### src/seglcd_pkg.sv
// Package: constants and carrier types of the serial segment LCD driver
`default_nettype none
package seglcd_pkg;
    // Display geometry
    localparam int NUM_SEG = 80;
    localparam int NUM_STAGE = 160;
    // Timing: clock period and built-in common period
    localparam int CLK_PERIOD_NS = 50;
    localparam int COM_PERIOD_US = 10000;
    localparam int COM_HALF_CYC = (COM_PERIOD_US * 1000) / (2 * CLK_PERIOD_NS);
    // Blanking input level of the default variant
    localparam logic BLANK_ACTIVE_HIGH = 1'h0;
    // Register map, byte addresses
    localparam int ADDR_W = 8;
    localparam logic [7:0] REG_CTRL = 8'h00;
    localparam logic [7:0] REG_STATUS = 8'h04;
    localparam logic [7:0] REG_LATCH0 = 8'h10;
    localparam int LATCH_WORDS = 5;
    localparam int WORD_W = 32;
    // Control fields and reset value
    localparam int CTRL_SOFT_BLANK = 0;
    localparam logic SOFT_BLANK_RST = 1'h0;
    // Status fields
    localparam int ST_DYN = 0;
    localparam int ST_CSEL = 1;
    localparam int ST_COM = 2;
    localparam int ST_PHASE = 3;
    localparam int ST_ALIGN = 4;
    localparam int ST_BLANK = 5;
    localparam int ST_TEST = 6;
    localparam int ST_LOAD = 7;
    // Bus responses
    localparam logic [1:0] RESP_OKAY = 2'h0;
    localparam logic [1:0] RESP_SLVERR = 2'h2;
    // Which common holds the select phase in dynamic mode
    typedef enum logic {
        PH_FIRST = 1'b0,
        PH_SECOND = 1'b1
    } phase_type;
    // Pin inputs that cross into the clock domain together
    typedef struct packed {
        logic data;
        logic shclk;
        logic load;
        logic blank;
        logic test;
        logic dyn;
        logic csel;
        logic osc;
        logic align;
    } pin_type;
endpackage
`default_nettype wire

### src/display_store.sv
// Display storage: serial shift register and display latch
`timescale 1ns/100ps
`default_nettype none
module display_store #(
    parameter int WIDTH = seglcd_pkg::NUM_STAGE
) (
    input wire logic clk, // System clock
    input wire logic srst, // Synchronous reset
    input wire logic shift_en, // One-cycle shift request
    input wire logic bit_in, // Serial bit entering stage 1
    input wire logic load_en, // Latch transparent while high
    output logic [WIDTH-1:0] shift_q, // Shift register, bit 0 is stage 1
    output logic [WIDTH-1:0] latch_q // Display latch contents
);
    typedef struct packed {
        logic [WIDTH-1:0] sreg;
        logic [WIDTH-1:0] latch;
    } store_type;

    store_type st_ff;
    store_type nxt_st;

    // ==========================================================
    // Next state
    always_comb begin
        nxt_st = st_ff;
        if (shift_en) begin
            nxt_st.sreg = {st_ff.sreg[WIDTH-2:0], bit_in};
        end
        if (load_en) begin
            nxt_st.latch = st_ff.sreg;
        end
    end

    // Register
    always_ff @(posedge clk) begin
        if (srst) begin
            st_ff <= '0;
        end else begin
            st_ff <= nxt_st;
        end
    end

    assign shift_q = st_ff.sreg;
    assign latch_q = st_ff.latch;
endmodule // display_store
`default_nettype wire

### src/seglcd_driver.sv
// Serial segment LCD driver with common generation and AXI4-Lite status
`timescale 1ns/100ps
`default_nettype none
// Operation
// - Eighty segment outputs; eighty segments static, one hundred sixty in half duty.
// - Stored one turns a segment on, zero turns it off.
// - Serial bit enters the shift register on each shift clock rising edge.
// - Latch follows the shift register while load is high, holds when low.
// - Blanking turns all segments off; level set per variant; release restores.
// - Test input forces all segments on and overrides blanking.
// - Mode select high gives half duty dynamic, low gives static.
// - Common select high uses oscillator input as common, buffered to common output.
// - Expander: select high, oscillator input low; oscillator high inverts outputs.
// - Cascaded dynamic devices share a pulled-up line aligning common phases.
// - Stage eighty appears on the static cascade output.
// - Stage one hundred sixty appears on the dynamic cascade output.
// - Static commons follow common output; dynamic commons alternate select each common half period.
module seglcd_driver #(
    parameter int COM_HALF_CYCLES = seglcd_pkg::COM_HALF_CYC,
    parameter logic BLANK_ACTIVE_HIGH = seglcd_pkg::BLANK_ACTIVE_HIGH
) (
    input wire logic CLK, // System clock, 20 MHz
    input wire logic SRST, // Synchronous reset, active high
    input wire logic SERIAL_DATA_IN, // Serial display data
    input wire logic SHIFT_CLK, // Shift clock from host
    input wire logic LOAD_STROBE, // Latch load, level sensitive
    input wire logic BLANK_IN, // All-off input, polarity by parameter
    input wire logic ALL_ON_TEST_INPUT, // All-on test, high active
    input wire logic DYNAMIC_MODE_SELECT, // High: half duty, low: static
    input wire logic COMMON_SOURCE_SELECT, // High: external common
    input wire logic OSC_COMMON_INPUT, // External common or expander polarity
    output logic OSC_DRIVE_OUTPUT, // Built-in common generator output
    input wire logic PHASE_ALIGN_I, // Shared alignment line level
    output logic PHASE_ALIGN_O, // Alignment line drive value
    output logic PHASE_ALIGN_OE, // High while pulling the line low
    output logic CASCADE_OUT_STATIC, // Shift stage 80
    output logic CASCADE_OUT_DYNAMIC, // Shift stage 160
    output logic COMMON_PHASE_OUTPUT, // Buffered common signal
    output logic LCD_COMMON_FIRST, // First common level
    output logic LCD_COMMON_FIRST_MID, // First common at non-select bias
    output logic LCD_COMMON_SECOND, // Second common level
    output logic LCD_COMMON_SECOND_MID, // Second common at non-select bias
    output logic [seglcd_pkg::NUM_SEG-1:0] SEGMENT_OUTPUTS, // Segment levels
    input wire logic [seglcd_pkg::ADDR_W-1:0] AWADDR, // Write address
    input wire logic AWVALID, // Write address valid
    output logic AWREADY, // Write address ready
    input wire logic [31:0] WDATA, // Write data
    input wire logic [3:0] WSTRB, // Write byte strobes
    input wire logic WVALID, // Write data valid
    output logic WREADY, // Write data ready
    output logic [1:0] BRESP, // Write response
    output logic BVALID, // Write response valid
    input wire logic BREADY, // Write response ready
    input wire logic [seglcd_pkg::ADDR_W-1:0] ARADDR, // Read address
    input wire logic ARVALID, // Read address valid
    output logic ARREADY, // Read address ready
    output logic [31:0] RDATA, // Read data
    output logic [1:0] RRESP, // Read response
    output logic RVALID, // Read data valid
    input wire logic RREADY // Read data ready
);
    // Widths and short names
    localparam int CNT_W = $clog2(COM_HALF_CYCLES + 1);
    localparam int NSEG = seglcd_pkg::NUM_SEG;
    localparam int NSTG = seglcd_pkg::NUM_STAGE;
    localparam int AW = seglcd_pkg::ADDR_W;

    // Driver state apart from the shift chain and latch
    typedef struct packed {
        seglcd_pkg::pin_type meta;
        seglcd_pkg::pin_type pins;
        logic shclk_d;
        logic [CNT_W-1:0] div_cnt;
        logic int_com;
        logic com_d;
        seglcd_pkg::phase_type ph;
        logic align_oe;
        logic [NSEG-1:0] seg;
        logic com_first;
        logic com_second;
        logic first_mid;
        logic second_mid;
        logic common_phase_output;
        logic soft_blank;
        logic aw_got;
        logic [AW-1:0] aw_addr;
        logic w_got;
        logic [31:0] w_data;
        logic [3:0] w_strb;
        logic bvalid;
        logic [1:0] bresp;
        logic rvalid;
        logic [31:0] rdata;
        logic [1:0] rresp;
    } state_type;

    // State and helpers
    state_type st_ff;
    state_type nxt_st;
    seglcd_pkg::pin_type pin_raw;
    logic [NSTG-1:0] shift_q;
    logic [NSTG-1:0] latch_q;
    logic shift_en;

    // ==========================================================
    // Address decoding shared by reads and writes
    function automatic logic addr_hit(input logic [AW-1:0] a);
        logic in_latch;
        // Aligned word inside the latch block
        in_latch = (a >= seglcd_pkg::REG_LATCH0) &&
            (a < seglcd_pkg::REG_LATCH0 + AW'(4 * seglcd_pkg::LATCH_WORDS)) &&
            (a[1:0] == 2'h0);
        addr_hit = (a == seglcd_pkg::REG_CTRL) ||
            (a == seglcd_pkg::REG_STATUS) ||
            in_latch;
    endfunction

    // Read data for one mapped word
    function automatic logic [31:0] read_word(input logic [AW-1:0] a, input state_type s,
        input logic [NSTG-1:0] lat);
        logic [AW-1:0] off;
        logic [31:0] w;
        // Offset into latch
        off = a - seglcd_pkg::REG_LATCH0;
        w = 32'h00000000;
        if (a == seglcd_pkg::REG_CTRL) begin
            w[seglcd_pkg::CTRL_SOFT_BLANK] = s.soft_blank;
        end else if (a == seglcd_pkg::REG_STATUS) begin
            // Live pins and state
            w[seglcd_pkg::ST_DYN] = s.pins.dyn;
            w[seglcd_pkg::ST_CSEL] = s.pins.csel;
            w[seglcd_pkg::ST_COM] = s.common_phase_output;
            w[seglcd_pkg::ST_PHASE] = s.ph;
            w[seglcd_pkg::ST_ALIGN] = s.pins.align;
            w[seglcd_pkg::ST_BLANK] = (s.pins.blank == BLANK_ACTIVE_HIGH) | s.soft_blank;
            w[seglcd_pkg::ST_TEST] = s.pins.test;
            w[seglcd_pkg::ST_LOAD] = s.pins.load;
        end else begin
            // Latch word
            w = lat[int'(off[AW-1:2]) * seglcd_pkg::WORD_W +: seglcd_pkg::WORD_W];
        end
        read_word = w;
    endfunction

    // ==========================================================
    // Pin gathering and storage
    always_comb begin
        pin_raw.data = SERIAL_DATA_IN;
        pin_raw.shclk = SHIFT_CLK;
        pin_raw.load = LOAD_STROBE;
        pin_raw.blank = BLANK_IN;
        pin_raw.test = ALL_ON_TEST_INPUT;
        pin_raw.dyn = DYNAMIC_MODE_SELECT;
        pin_raw.csel = COMMON_SOURCE_SELECT;
        pin_raw.osc = OSC_COMMON_INPUT;
        pin_raw.align = PHASE_ALIGN_I;
    end

    // Rising edge of the synchronised shift clock
    assign shift_en = st_ff.pins.shclk & ~st_ff.shclk_d;

    // Shift chain and latch
    display_store #(
        .WIDTH(NSTG)
    ) u_store (
        .clk(CLK),
        .srst(SRST),
        .shift_en(shift_en),
        .bit_in(st_ff.pins.data),
        .load_en(st_ff.pins.load),
        .shift_q(shift_q),
        .latch_q(latch_q)
    );

    // ==========================================================
    // Next state
    always_comb begin
        // Scratch values
        logic com;
        logic rise;
        logic fall;
        logic blank_now;
        logic [NSEG-1:0] half;
        logic [NSEG-1:0] on;
        com = 1'b0;
        rise = 1'b0;
        fall = 1'b0;
        blank_now = 1'b0;
        half = '0;
        on = '0;
        // Hold by default
        nxt_st = st_ff;

        // Two flip-flops on every pin
        nxt_st.meta = pin_raw;
        nxt_st.pins = st_ff.meta;
        nxt_st.shclk_d = st_ff.pins.shclk;

        // Built-in common generator
        if (st_ff.div_cnt == CNT_W'(COM_HALF_CYCLES - 1)) begin
            // Wrap per half period
            nxt_st.div_cnt = '0;
            nxt_st.int_com = ~st_ff.int_com;
        end else begin
            nxt_st.div_cnt = st_ff.div_cnt + CNT_W'(1);
        end

        // Common source choice
        com = st_ff.pins.csel ? st_ff.pins.osc : st_ff.int_com;
        nxt_st.com_d = com;
        nxt_st.common_phase_output = com;
        rise = com & ~st_ff.com_d;
        fall = ~com & st_ff.com_d;

        // Phase of the two commons, aligned over the shared line
        if (!st_ff.pins.dyn) begin
            nxt_st.ph = seglcd_pkg::PH_FIRST;
        end else if (rise) begin
            nxt_st.ph = seglcd_pkg::PH_FIRST;
        end else if (fall && st_ff.ph == seglcd_pkg::PH_FIRST && st_ff.pins.align) begin
            nxt_st.ph = seglcd_pkg::PH_SECOND;
        end
        // Hold the line low while in the second phase
        nxt_st.align_oe = st_ff.pins.dyn && (st_ff.ph == seglcd_pkg::PH_SECOND);

        // Common outputs
        nxt_st.com_first = com;
        nxt_st.com_second = com;
        nxt_st.first_mid = st_ff.pins.dyn && (st_ff.ph == seglcd_pkg::PH_SECOND);
        nxt_st.second_mid = st_ff.pins.dyn && (st_ff.ph == seglcd_pkg::PH_FIRST);

        // Pick the latch half that the selected common serves
        if (st_ff.pins.dyn && st_ff.ph == seglcd_pkg::PH_SECOND) begin
            half = latch_q[NSTG-1:NSEG];
        end else begin
            half = latch_q[NSEG-1:0];
        end

        // Test overrides blanking, blanking overrides data
        blank_now = (st_ff.pins.blank == BLANK_ACTIVE_HIGH) | st_ff.soft_blank;
        if (st_ff.pins.test) begin
            on = '1;
        end else if (blank_now) begin
            on = '0;
        end else begin
            on = half;
        end
        // Segment on drives the common complement
        nxt_st.seg = {NSEG{com}} ^ on;

        // Write address and data, taken in either order
        if (AWVALID && !st_ff.aw_got && !st_ff.bvalid) begin
            nxt_st.aw_got = 1'b1;
            nxt_st.aw_addr = AWADDR;
        end
        if (WVALID && !st_ff.w_got && !st_ff.bvalid) begin
            nxt_st.w_got = 1'b1;
            nxt_st.w_data = WDATA;
            nxt_st.w_strb = WSTRB;
        end
        // Perform write once both halves are held
        if (st_ff.aw_got && st_ff.w_got && !st_ff.bvalid) begin
            nxt_st.aw_got = 1'b0;
            nxt_st.w_got = 1'b0;
            nxt_st.bvalid = 1'b1;
            // Only control keeps data
            if (addr_hit(st_ff.aw_addr)) begin
                nxt_st.bresp = seglcd_pkg::RESP_OKAY;
                if (st_ff.aw_addr == seglcd_pkg::REG_CTRL && st_ff.w_strb[0]) begin
                    nxt_st.soft_blank = st_ff.w_data[seglcd_pkg::CTRL_SOFT_BLANK];
                end
            end else begin
                nxt_st.bresp = seglcd_pkg::RESP_SLVERR;
            end
        end else if (st_ff.bvalid && BREADY) begin
            // Response taken
            nxt_st.bvalid = 1'b0;
        end

        // Read channel, one read in flight
        if (st_ff.rvalid) begin
            if (RREADY) begin
                nxt_st.rvalid = 1'b0;
            end
        end else if (ARVALID) begin
            nxt_st.rvalid = 1'b1;
            // Unmapped: error, zero
            if (addr_hit(ARADDR)) begin
                nxt_st.rdata = read_word(ARADDR, st_ff, latch_q);
                nxt_st.rresp = seglcd_pkg::RESP_OKAY;
            end else begin
                nxt_st.rdata = 32'h00000000;
                nxt_st.rresp = seglcd_pkg::RESP_SLVERR;
            end
        end
    end

    // ==========================================================
    // Register
    always_ff @(posedge CLK) begin
        if (SRST) begin
            st_ff <= '0;
            // Own reset value
            st_ff.soft_blank <= seglcd_pkg::SOFT_BLANK_RST;
        end else begin
            st_ff <= nxt_st;
        end
    end

    // ==========================================================
    // Outputs
    assign OSC_DRIVE_OUTPUT = st_ff.int_com;
    assign PHASE_ALIGN_O = 1'b0; // Open drain, only pulls low
    assign PHASE_ALIGN_OE = st_ff.align_oe;

    // Cascade taps
    assign CASCADE_OUT_STATIC = shift_q[NSEG-1];
    assign CASCADE_OUT_DYNAMIC = shift_q[NSTG-1];

    // Commons and segments
    assign COMMON_PHASE_OUTPUT = st_ff.common_phase_output;
    assign LCD_COMMON_FIRST = st_ff.com_first;
    assign LCD_COMMON_FIRST_MID = st_ff.first_mid;
    assign LCD_COMMON_SECOND = st_ff.com_second;
    assign LCD_COMMON_SECOND_MID = st_ff.second_mid;
    assign SEGMENT_OUTPUTS = st_ff.seg;

    // Bus handshakes
    assign AWREADY = ~st_ff.aw_got & ~st_ff.bvalid;
    assign WREADY = ~st_ff.w_got & ~st_ff.bvalid;
    assign BVALID = st_ff.bvalid;
    assign BRESP = st_ff.bresp;
    assign ARREADY = ~st_ff.rvalid;
    assign RVALID = st_ff.rvalid;
    assign RDATA = st_ff.rdata;
    assign RRESP = st_ff.rresp;
endmodule // seglcd_driver
`default_nettype wire

### config.mk
export PLATFORM = sky130hd
export DESIGN_NAME = seglcd_driver
export DESIGN_NICKNAME = d
export VERILOG_FILES = /design/src/seglcd_pkg.sv /design/src/display_store.sv /design/src/seglcd_driver.sv
export SDC_FILE = /design/constraint.sdc
export NUM_CORES = 1
export LEC_CHECK = 0
export BUFFER_PORTS_ARGS = -buffer_cell sky130_fd_sc_hd__buf_2
export CORE_MARGIN = 3
export CORE_UTILIZATION = 35
export DETAILED_ROUTE_END_ITERATION = 7
export PLACE_DENSITY = 0.57
export SKIP_CTS_REPAIR_TIMING = 1
export SLEW_MARGIN = 5
export SYNTH_ARGS = -nofsm -noshare
export SYNTH_HDL_FRONTEND = slang
export SYNTH_SLANG_ARGS = --single-unit
### constraint.sdc
create_clock -name CLK -period 5.6 [get_ports CLK]
set_input_delay 0.28 -clock CLK [delete_from_list [all_inputs] [get_ports CLK]]
set_output_delay 0.28 -clock CLK [all_outputs]
set_load 0.1 [all_outputs]
Word level (Yosys, flattened, before mapping)
Index checks and enable logic that the tools add are counted.
- add/subtract/negate cells: 2
- magnitude comparators: 4
- equal/unequal tests: 3
- shifts and indexed selects: 1
- mux-type cells: 15
- bitwise operators: 18
- reduce and logical (&&, ||, !) cells: 33
- operator list (cell ; number):
    80-bit 2-to-1 mux ; 3
    160-bit by 12-bit variable part select with 32-bit output ; 1
    80-bit bitwise XOR ; 1
    35-bit 2-to-1 mux ; 1
    34-bit 2-to-1 mux ; 1
    31-bit 2-to-1 mux ; 1
    24-bit 2-to-1 mux ; 1
    17-bit by 1-bit adder with 17-bit output (second input constant) ; 1
    17-bit == test (second input constant) ; 1
    8-bit by 3-bit == test with 1-bit output (second input constant) ; 2
    8-bit by 5-bit greater-or-equal comparator with 1-bit output (second input constant) ; 2
    1-bit logical AND ; 16
    8-bit zero test ; 2
    8-bit by 6-bit less-than comparator with 1-bit output (second input constant) ; 2
    1-bit NOT ; 11
    8-bit 2-to-1 mux ; 1
    8-bit by 5-bit subtractor with 8-bit output (second input constant) ; 1
    1-bit 2-to-1 mux ; 6
    1-bit bitwise AND ; 5
    2-bit zero test ; 2
    1-bit logical OR ; 4
    2-bit OR reduction ; 2
    1-bit zero test ; 3
    3-bit AND reduction ; 1
    other kinds (5) ; 5
- bits in registers: 492
- bits of input ports: 68
- output and inout bits: 131
- word-level logic and storage cells: 115

Logic depth before layout (Yosys ltp)
Gate-level depths: netlist (run 1).
- word-level depth: 7
- depth in mapped cells: 11
- gate-level depth less buffers: 7

Hierarchy
From an unflattened synthesis (run 1), not the netlist that was laid out.
- cell total of the unflattened synthesis: 2077
- area total of the unflattened synthesis: 20851.2 µm²
- by module, submodules not included (module ; times used ; cells each ; area an instance (µm²) ; sequential area each (µm²)):
    display_store ; 1 ; 1032 ; 11397.2 ; 6406.1
    seglcd_driver ; 1 ; 1045 ; 9454.1 ; 3403.3

Worst setup path before layout (run 1)
Ideal clock, no wire load.
- path type: register to register
- from: register st_ff, in the netlist BVALID
- to: register st_ff[75] in the netlist's numbering
- library setup time: 132 ps
- arrival: 2791 ps
- data required time: 5468 ps
- setup slack: 2677 ps
- stages on the path, launching flop included: 5
- path buffers: 0
- clock period less this slack: 2923 ps
- cells stage by stage: dfxtp_1 nor2_1 nand2_1 nand2_1 a21oi_1
- cells in the longest elaborated chain, start to end: 2
- RTL lines (what ; RTL line ; text):
    start: declaration ; seglcd_driver.sv:98 ; state_type st_ff;
    start signal: assignment ; seglcd_driver.sv:306 ; st_ff <= nxt_st;
    1-bit zero test ; seglcd_driver.sv:252 ; if (AWVALID && !st_ff.aw_got && !st_ff.bvalid) begin
    1-bit logical AND ; seglcd_driver.sv:252 ;
Every way passes these cells.
A chain may end at the register's enable or synchronous reset.

Worst setup path after layout (run 1)
- from: input port ARADDR[4] in the netlist's numbering
- to: register st_ff, in the netlist RDATA[21]
- cells in the longest elaborated chain, start to end: 5
- elaborated cells between the ends (all ways): 13
- classes of those cells: add/sub (1); order compare (2); eq/ne (1); shift (1); mux (3); reduce/logical (5)
- RTL lines (what ; RTL line ; text):
    start: declaration ; seglcd_driver.sv:54 ; input wire logic [seglcd_pkg::ADDR_W-1:0] ARADDR,
    8-bit by 5-bit subtractor with 8-bit output (tied with other cells) ; seglcd_driver.sv:124 ; off = a - seglcd_pkg::REG_LATCH0;
    160-bit by 12-bit variable part select with 32-bit output or 1-bit logical AND (tied branches) ; seglcd_driver.sv:140, seglcd_driver.sv:110 ;
    24-bit 2-to-1 mux or 1-bit logical AND (tied branches) ; seglcd_driver.sv:128, seglcd_driver.sv:111 ;
    31-bit 2-to-1 mux or 1-bit logical OR (tied branches) ; seglcd_driver.sv:126, seglcd_driver.sv:114 ;
    34-bit 2-to-1 mux (*) ; seglcd_driver.sv:288 ; if (addr_hit(ARADDR)) begin
Mark *: on every way between the ends. The rest lies on a longest branch, timed or not.

==> results of run 1 <==
[worst register-to-register path, stage by stage (launching register included)]
cell and delay, ns:
dfxtp_1 0.35, nand2_4 0.71, buf_4 0.59, mux2_2 0.46, a21oi_1 0.34, xnor2_1 0.18
nor2_1 0.07
[worst paths after layout]
kind,start,end,slack (ns),cells past startpoint
min,BREADY,BVALID$_SDFFE_PP0P_,0.009,4
max reg2reg,st_ff[171]$_SDFFE_PP0P_,SEGMENT_OUTPUTS[52]$_SDFF_PP0_,2.76,6
min reg2reg,nxt_st[193]$_SDFF_PP0_,st_ff[193]$_SDFF_PP0_,0.43,1
max,ARADDR[4],RDATA[21]$_SDFFE_PP0P_,2.38,8
[final cells by class]
type / instances / share of cell area
clock inverter: 19 / 0.0105
inverter: 11 / 0.00178
antenna: 1 / 0.000108
clock buffer: 79 / 0.0681
sequential: 490 / 0.424
multi-input combinational: 1471 / 0.403
timing repair buffer: 197 / 0.0512
tap: 765 / 0.0413
[sequential cells by signal, summed over array words and instances, names as in the netlist]
signal / cells
RDATA: 32
OSC_DRIVE_OUTPUT: 1
nxt_st: 10
LCD_COMMON_SECOND_MID: 1
u_store.shift_q: 160
RVALID: 1
u_store.latch_q: 160
SEGMENT_OUTPUTS: 80
RRESP: 1
LCD_COMMON_FIRST_MID: 1
st_ff: 40
COMMON_PHASE_OUTPUT: 1
BVALID: 1
BRESP: 1
[kinds of logic (layout without fill, tap and decap cells)]
family / count (synthesis) / in the layout
AOI/OAI and AO/OA: 348 / 348
xor gates and xnor gates: 97 / 97
adders and majority gates: 6 / 6
buffers and inverters: 297 / 306
DFF: 490 / 490
muxes: 281 / 281
other: 1 / 4
and+or+nand+nor: 736 / 736
[routing by layer]
layer	global-route usage	share of wire
met3	0.0314	0.057
met2	0.273	0.44
met4	0.0787	0.041
met1	0.256	0.46
met5	0	0
[per-stage QoR]
stage / cells / hold slack (ns)
5_1_grt: 3032 / 0.0175
3_3_place_gp: 2914 / 0.417
4_1_cts: 3012 / -0.146
3_5_place_dp: 2914 / 0.420
6_report: 3033 / 0.00939
2_1_floorplan: 2258 / 0.408
[cell usage in the layout (no fill, tap or decap), types with 20 or more instances in the layout]
| cell type | n |
|---|---|
| dlygate4sd3_1 | 20 |
| dfxtp_1 | 488 |
| a2bb2oi_2 | 20 |
| a21oi_1 | 257 |
| clkbuf_16 | 55 |
| mux4_2 | 24 |
| nor2_2 | 20 |
| mux2_2 | 88 |
| buf_2 | 160 |
| xnor2_1 | 91 |
| a22oi_1 | 27 |
| nand2_1 | 358 |
| mux2i_1 | 168 |
| nor2_1 | 281 |
| nor2b_1 | 21 |
[power groups by stage]
stage          clock (W)  combinational (W)  sequential (W)
3_3_place_gp           0           0.000510         0.00363
2_1_floorplan          0           0.000446         0.00362
4_1_cts          0.00371           0.000515         0.00355
3_5_place_dp           0           0.000514         0.00363
5_1_grt          0.00384           0.000554         0.00355
6_report         0.00363           0.000522         0.00355
==> key figures, run 1 <==
Floorplan
  – Starting Density: 0.357
  – # rows: 88
  – Die H: between 200 and 250 microns
  – DIE AREA: 62300 sq um
  – Die X: 250 microns
  – Core area: 58200 sq um
  – I/O pin total: 199

Pwr
  – Switching share of total power: 0.244
  – Clk pwr share: 0.471
  – Sequential share of power: 0.461
  – Sw Pwr: around 0.0019 W
  – PD cells: about 330 nW/um^2
  – VDD IR max: 235 uV
  – Design Power: 0.00770 W
  – Internal power: 0.00582 W
  – Static Leak: 8.54 nW
  – Comb pwr share: 0.068

Logic synthesis
  – Mux cell area share after synthesis: 0.155
  – Largest family of logic cells by synthesized area: multiplexers
  – Most common cell in the netlist: dfxtp_1
  – Top_reg_cell synth: dfxtp_1
  – Yosys warns: 0
  – Post-synth top area share: 0.472
  – Distinct cells, synth: 62
  – Compound-gate portion of the synthesized area: 0.102
  – Largest cells by area after synthesis: dfxtp_1 47%, mux2i_1 8.1%, nand2_1 6.5%
  – Area leader, netlist: dfxtp_1
  – Synth Instances: ~2300
  – Post-Synth XOR/XNOR Area: 0.0409
  – Post-synth top cells: 490 x dfxtp_1, 359 x nand2_1, 281 x nor2_1, 257 x a21oi_1, 169 x mux2i_1
  – Area of the mapped netlist: 20800 sq um
  – Synth Area in Adders: 0.00362
  – EDFF count, synth: 0
  – Mean Syn Cell Area: 9.20 sq um
  – Simple-gate share of the synthesized area: 0.145
  – Synth async-reset ratio: 0
  – Sequential fraction of the synthesis area: 0.472
  – Number of synthesized register bits: 490

Worst setup path
  – Crit path DAT: 3.75 ns
  – CP Max Fanout: 36
  – CP max stage delay: 0.76 ns
  – CP Buf/Inv Count: 2
  – Crit-path cells: buf_2 > clkinv_1 > ha_1 > and2b_2 > or3_1 > or4_4 > a2bb2oi_2 > nor2_2
  – Worst EP required: 6.12 ns
  – CP startpoint kind: primary input
  – Top delay family on crit path: simple AND/OR/NAND/NOR gates
  – CP Class: primary input to flop
  – Slowest CP cell: or4_4
  – CP endpoint kind: flop

Cells and area
  – Storage element area: 9810 sq um
  – Area of the multi-input gates: 9330 sq um
  – Fillers: ~5800
  – Post-route design area: about 23000 sq um
  – Synth-to-Final Area Change: 11.5%
  – Final core utilization: 0.398
  – Share of cells above drive strength 1: 0.189
  – Nets: 2298

Status
  – Status: complete, no violations

Placement
  – Dpl hpwl: 39100 microns
  – Dpl ws: 1.84 ns
  – Placed Area: 21100 sq um
  – Gpl congestion: a little over 0.8
  – IO Port Bufs: between 150 and 200

Routing
  – Vias: 15306
  – Initial DRC Count: 1360
  – First drt pass iteration count: 5
  – Drt wl/cell: around 19 microns
  – Vias per cell: 5.05
  – Drt total wl: 58200 microns
  – DRC Markers: 0
  – Number of nets with antenna violations after routing: 0

STA
  – Min setup slack post-route: roughly 2.4 ns
  – Tmin final: 3.22 ns
  – Part of the cycle the worst path needs: 0.576
  – Hold Fails Final Rpt: 0
  – Relative slew slack: 0.242
  – Fin Setup TNS: 0 ns
  – Worst-Margin Slew: approximately 1.1 ns
  – Fmax: 310 MHz
  – Max-slew violations: 0
  – Setup Viol. Count Final: 0
  – Clock skew: 0.0169 ns
  – RSZ-0062 raised after global routing: false

Clock network
  – CTS Buffer Depth: 3
  – CTS Buf Count: 53
  – Worst-skew pair later-pin latency: 0.60 ns
  – CTS tree: done
  – Clock root buffer: clkbuf_16
  – # clock sinks: 490
  – Clock-pin slew of the registers on the worst-case setup and hold paths: 0.06 ns
  – CTS H-tree depth: 2

Flow run
  – Max-cap violations: 0

Global routing
  – Largest net degree at the start of global routing: roughly 160
  – Remaining global-route overflow: 0
  – First-pass GRT wire length: 89400 microns
  – Total global routing track utilization: 0.182
  – Antenna violations before repair: 0
  – Vias in the first global route: approximately 15000

Worst hold path
  – Tightest Hold Check Type: primary input to flop
Note: power is estimated with default switching activity, not from simulation.
==> inputs of run 2 (changes only) <==
Settings changed: PLACE_DENSITY 0.57 to 0.59.
Clock period 5.6 ns to 2.7 ns, I/O delays scaled along.
==> run 2 against run 1 <==
Compared with the run above: worst hold slack got worse by 0.0083 ns; clock skew increased by 0.0020 ns; total power rose by 100%; die area unchanged; worst setup slack worse by 1.7 ns; final cell count rose by 1.2%; clock power rose by 99%; largest power group is now sequential cells; highest routed layer unchanged.
==> key figures, run 2 (synthesis gave the netlist of run 1 again) <==
Status
  – Status: complete, no violations

Routing
  – Initial DRC Count: 1167 (-14%)
  – Drt total wl: 57100 microns (-1.9%)
  – Vias per cell: 4.97 (-1.5%)
  – Drt wl/cell: 18.6 microns (-3.1%)
  – Vias: 15259 (-0.31%)
  – First drt pass iteration count: 6 (+1)
  – DRC Markers: 0 (unchanged)
  – Number of nets with antenna violations after routing: 0 (unchanged)

STA
  – Fin Setup TNS: 0 ns (unchanged)
  – Part of the cycle the worst path needs: 0.758
  – Setup Viol. Count Final: 0 (unchanged)
  – Fmax: 489 MHz
  – Hold WS: 0.00110 ns (-0.00829 ns)
  – Tmin final: 2.05 ns
  – Clock skew: 0.0189 ns (+0.00199 ns)
  – Relative slew slack: 0.519 (+0.277)
  – Min setup slack post-route: 0.653 ns (-1.72 ns)
  – RSZ-0062 raised after global routing: false
  – Worst-Margin Slew: 0.722 ns (-0.415 ns)
  – Hold Fails Final Rpt: 0 (unchanged)
  – Max-slew violations: 0 (unchanged)

Floorplan
  – Core area: 58200 sq um (unchanged)
  – I/O pin total: 199 (unchanged)
  – Die X: 250 microns (unchanged)
  – # rows: 88 (unchanged)
  – DIE AREA: 62300 sq um (unchanged)
  – Die H: 250 microns (unchanged)
  – Starting Density: 0.357 (unchanged)

Placement
  – DP Cell Count: 2934 (+0.69%)
  – Gpl congestion: 0.874 (+5.5%)
  – IO Port Bufs: 161 (unchanged)
  – Dpl ws: 0.302 ns (-1.53 ns)
  – Dpl hpwl: 39500 microns (+1.2%)

Worst setup path
  – CP startpoint kind: flop
  – Crit-path cells: nand2b_2 > or3_1 > or4_4 > a2bb2oi_1 > nor2_1
  – Crit path DAT: 2.57 ns (-1.18 ns)
  – CP endpoint kind: flop
  – RR Endpoint: RDATA[31]$_SDFFE_PP0P_
  – CP max stage delay: 0.75 ns (about the same)
  – Slowest CP cell: or4_4
  – Reg-to-reg setup timing slack: 0.65 ns (-2.11 ns)
  – CP Max Fanout: 24 (-33%)
  – R2R Path Start: RVALID$_SDFF_PP0_
  – CP Class: flop to flop
  – Worst EP required: 3.23 ns (-2.89 ns)
  – Path depth of the worst reg2reg path: 5 (-1)

Clock network
  – CTS Buffer Depth: 3 (unchanged)
  – Clock-pin slew of the registers on the worst-case setup and hold paths: 0.06 ns (about the same)
  – Worst-skew pair later-pin latency: 0.59 ns (about the same)
  – Clock root buffer: clkbuf_16
  – CTS H-tree depth: 2 (unchanged)
  – CTS Buf Count: 53 (unchanged)
  – CTS tree: done
  – # clock sinks: 490 (unchanged)

Worst hold path
  – Hold Path Stages: 3 (-1)
  – Hold wc startpoint: AWVALID
  – Tightest Hold Check Type: primary input to flop
  – Hold worst-path end: st_ff[83]$_SDFFE_PP0P_

Cells and area
  – Commonest non-fill, non-tap cell in the layout: dfxtp_1
  – Ant diodes: 0 (-1)
  – Nets: 2338 (+1.7%)
  – Non-filler instance count after layout: 3069 (+1.2%)
  – Commonest non-fill, non-tap cells in the layout: 488 x dfxtp_1, 358 x nand2_1, 279 x nor2_1
  – Synth-to-Final Area Change: 13.4%
  – Share of cells above drive strength 1: 0.194 (+0.00521)

Flow run
  – Max-cap violations: 0 (unchanged)

Pwr
  – Design Power: 0.0157 W (+100%)
  – PD cells: 666 nW/um^2 (+100%)
  – Static Leak: 8.77 nW (+2.6%)
  – VDD IR max: 461 uV (+96%)

Global routing
  – Remaining global-route overflow: 0 (unchanged)
  – Total global routing track utilization: 0.178 (-0.00326)
  – Vias in the first global route: 14596 (-2.2%)
  – Largest net degree at the start of global routing: 127 (-21%)
  – Antenna violations before repair: 0 (unchanged)
  – First-pass GRT wire length: 88100 microns (-1.4%)
[run 2: final cells by class]
class,instances,area (sq um)
Clock buffer,80,1590
Clock inverter,15,151
Fill cell,5696,34700
Inverter,11,41.3
Multi-Input combinational cell,1471,9340
Sequential cell,490,9810
Tap cell,765,957
Timing Repair Buffer,237,1660
[run 2: worst max-delay path, delay by kind of cell, from the launching register on]
kind,cells,cell delay [ns]
compound gates,1,0.21
flops,1,0.33
simple gates,4,1.42
[run 2: worst max-delay path by stage]
stage / startpoint / endpoint / slack [ns] / cells past startpoint
after floorplan: ARADDR[4] / RDATA[13]$_SDFFE_PP0P_ / 0.16 / 11
after global placement: ARADDR[4] / RDATA[31]$_SDFFE_PP0P_ / 0.33 / 8
after detailed placement: ARADDR[4] / RDATA[31]$_SDFFE_PP0P_ / 0.30 / 8
after CTS: RVALID$_SDFF_PP0_ / RDATA[26]$_SDFFE_PP0P_ / 0.65 / 5
after global routing: RVALID$_SDFF_PP0_ / RDATA[9]$_SDFFE_PP0P_ / 0.55 / 5
final: RVALID$_SDFF_PP0_ / RDATA[31]$_SDFFE_PP0P_ / 0.65 / 5
[run 2: per-layer routing]
metal  up-vias  global-route usage  routed length [microns]
li1       7441                   -                        -
met2       440               0.283                    26200
met1      7295               0.240                    25700
met4         0              0.0537                     1470
met5         -                   0                        0
met3        83              0.0442                     3770
[run 2: metrics by stage]
step | area (sq um) | utilization
finish | 23600 | 0.404
global route | 23600 | 0.404
CTS | 23200 | 0.398
detailed placement | 21400 | 0.368
global placement | 21400 | 0.368
floorplan | 20800 | -
[run 2: power breakdown]
| group | leakage, nW | internal, W | switching [W] | total [W] |
|---|---|---|---|---|
| Combinational | 3.96 | 0.000289 | 0.000853 | 0.00114 |
| Sequential | 3.96 | 0.00730 | 0.0000444 | 0.00735 |
| Clock | 0.849 | 0.00425 | 0.00296 | 0.00721 |
| Total | 8.77 | 0.0118 | 0.00386 | 0.0157 |
==> inputs of run 3 (changes only) <==
Settings changed: ABC_AREA from default to 1, PLACE_DENSITY 0.59 to 0.57.
Clock period 2.7 ns to 2 ns, I/O delays scaled along.
==> run 3 against run 2 <==
Compared with the run above: routed wire length up 22%; sequential share of layout area down 0.36 points; via count is 25% higher; critical endpoint is now st_ff[42]$_SDFFE_PP0P_; largest cell class unchanged; critical path type is now primary input to flop; sequential power is 44% higher.
==> key figures, run 3 <==
Logic synthesis
  – Sequential fraction of the synthesis area: 0.471 (-0.000881)
  – Top_reg_cell synth: dfxtp_1
  – Most common cell in the netlist: nor2_1
  – Distinct cells, synth: 33 (-47%)
  – Mean Syn Cell Area: 7.14 sq um (-22%)
  – Area of the mapped netlist: 20800 sq um (+0.19%)
  – Yosys warns: 0 (unchanged)
  – Synth async-reset ratio: 0 (unchanged)
  – Largest cells by area after synthesis: dfxtp_1 47%, o21ai_0 15%, nor2_1 14%
  – Post-synth top cells: 754 x nor2_1, 614 x o21ai_0, 490 x dfxtp_1, 197 x inv_1, 174 x clkbuf_1
  – Number of synthesized register bits: 490 (unchanged)
  – Post-synth top area share: 0.471 (-0.000881)
  – Synth Instances: 2913 (+29%)
  – EDFF count, synth: 0 (unchanged)
  – Area leader, netlist: dfxtp_1

Worst hold path
  – Tightest Hold Check Type: primary input to flop
  – Hold worst-path end: RDATA[6]$_SDFFE_PP0P_
  – Hold Path Stages: 6 (+3)
  – Hold wc startpoint: ARADDR[0]

Floorplan
  – Core area: 58200 sq um (unchanged)
  – Die H: 250 microns (about the same)
  – # rows: 88 (unchanged)
  – Starting Density: 0.357 (+0.000666)
  – Die X: 250 microns (about the same)
  – DIE AREA: 62400 sq um (+0.18%)
  – I/O pin total: 199 (unchanged)

Placement
  – Dpl hpwl: 47400 microns (+20%)
  – Dpl ws: 0.0486 ns (-0.253 ns)
  – Gpl congestion: 0.905 (+3.5%)
  – IO Port Bufs: 161 (unchanged)

Global routing
  – Vias in the first global route: 17609 (+21%)
  – Total global routing track utilization: 0.212 (+0.0332)
  – Remaining global-route overflow: 0 (unchanged)
  – First-pass GRT wire length: 105000 microns (+19%)
  – Antenna violations before repair: 0 (unchanged)
  – Largest net degree at the start of global routing: 96 (-24%)

Clock network
  – Worst-skew pair later-pin latency: 0.61 ns (+0.02 ns)
  – # clock sinks: 490 (unchanged)
  – CTS tree: done
  – Clock-pin slew of the registers on the worst-case setup and hold paths: 0.06 ns (about the same)
  – Clock root buffer: clkbuf_16
  – CTS H-tree depth: 2 (unchanged)
  – CTS Buf Count: 54 (+1.9%)
  – CTS Buffer Depth: 3 (unchanged)

Routing
  – Vias per cell: 5.12 (+3.0%)
  – Drt wl/cell: 18.8 microns (+1.1%)
  – Initial DRC Count: 1679 (+44%)
  – Vias: 19002 (+25%)
  – DRC Markers: 0 (unchanged)
  – Drt total wl: 69800 microns (+22%)
  – First drt pass iteration count: 6 (unchanged)
  – Number of nets with antenna violations after routing: 0 (unchanged)

Pwr
  – Static Leak: 10.9 nW (+25%)
  – Design Power: 0.0235 W (+50%)
  – PD cells: 990 nW/um^2 (+49%)
  – VDD IR max: 727 uV (+58%)

Worst setup path
  – CP endpoint kind: flop
  – Worst EP required: 2.52 ns (-0.71 ns)
  – CP Max Fanout: 50 (+110%)
  – CP startpoint kind: primary input
  – Path depth of the worst reg2reg path: 8 (+3)
  – RR Endpoint: SEGMENT_OUTPUTS[56]$_SDFF_PP0_
  – Crit path DAT: 2.43 ns (-0.14 ns)
  – R2R Path Start: st_ff[195]$_SDFF_PP0_
  – CP Class: primary input to flop
  – Reg-to-reg setup timing slack: 0.11 ns (-0.54 ns)

STA
  – Clock skew: 0.0263 ns (+0.00738 ns)
  – Max-slew violations: 0 (unchanged)
  – Fmax: 526 MHz
  – Relative slew slack: 0.479 (-0.0401)
  – Worst-Margin Slew: 0.780 ns (+0.0583 ns)
  – Part of the cycle the worst path needs: 0.951
  – Tmin final: 1.90 ns
  – Hold Fails Final Rpt: 0 (unchanged)
  – Setup Viol. Count Final: 0 (unchanged)
  – Min setup slack post-route: 0.0974 ns (-0.556 ns)

Cells and area
  – Share of cells above drive strength 1: 0.118 (-0.0766)
  – Commonest non-fill, non-tap cells in the layout: 749 x nor2_1, 614 x o21ai_0, 487 x dfxtp_1
  – Synth-to-Final Area Change: 14.2%
  – Ant diodes: 0 (unchanged)
  – Fillers: 6008 (+5.5%)
  – Commonest non-fill, non-tap cell in the layout: nor2_1
  – Storage element area: 9820 sq um (about the same)
  – Nets: 2978 (+27%)
  – Area of the multi-input gates: 8570 sq um (-8.2%)

Status
  – Status: complete, no violations

Flow run
  – Max-cap violations: 0 (unchanged)
==> run 3: worst max path at each step <==
stage	from	endpoint	slack, ns	depth (start not counted)
finish	SRST	st_ff[42]$_SDFFE_PP0P_	0.1	7
global route	SRST	st_ff[81]$_SDFFE_PP0P_	-0.005	7
CTS	st_ff[194]$_SDFF_PP0_	SEGMENT_OUTPUTS[33]$_SDFF_PP0_	0.12	6
detailed placement	ARADDR[4]	RDATA[11]$_SDFFE_PP0P_	0.05	11
global placement	ARADDR[4]	RDATA[11]$_SDFFE_PP0P_	0.04	11
floorplan	RVALID$_SDFF_PP0_	RDATA[10]$_SDFFE_PP0P_	-0.08	8
==> run 3: stage by stage <==
| step | cells | hold WS, ns | TNS (ns) | area [sq um] | util |
|---|---|---|---|---|---|
| 2_1_floorplan | 2915 | 0.207 | -1.67 | 20800 | - |
| 5_1_grt | 3710 | 0.0131 | -0.00518 | 23800 | 0.408 |
| 6_report | 3710 | 0.0266 | 0 | 23800 | 0.408 |
| 3_3_place_gp | 3584 | 0.301 | 0 | 21700 | 0.372 |
| 4_1_cts | 3681 | -0.327 | 0 | 23500 | 0.403 |
| 3_5_place_dp | 3584 | 0.310 | 0 | 21700 | 0.372 |
==> run 3: cell families after synthesis <==
logic type | count (synthesis) | share of synthesized area
other cells | 1 | 0.000180
flops | 490 | 0.471
buf+inv | 527 | 0.120
simple gates | 1030 | 0.196
xor+xnor | 7 | 0.00295
fa+ha+maj | 6 | 0.00361
compound gates | 852 | 0.206
==> run 3: power by group <==
group,internal [W],switching (W)
Clock,0.00595,0.00408
Combinational,0.000654,0.00223
Sequential,0.0103,0.000363
==> run 3: area by class of cell <==
cell class	instances	area share
multi-input cells	1899	0.361
repair buffers	257	0.0783
well taps	765	0.0403
clock inverters	18	0.00858
inverters	202	0.0326
clock buffers	79	0.0663
flip-flops and latches	490	0.413
==> run 3: layer usage <==
metal	vias up	track usage	wire (microns)
met5	-	0	0
li1	9275	-	-
met3	119	0.0326	3930
met1	9018	0.278	30700
met2	590	0.352	32600
met4	0	0.0758	2560
==> run 3: critical path, stage by stage <==
cell           delay [ns]
dlygate4sd3_1        0.54
buf_4                0.21
inv_6                0.30
buf_4                0.38
o21ai_0              0.15
dlygate4sd3_1        0.59
nor2_1               0.09
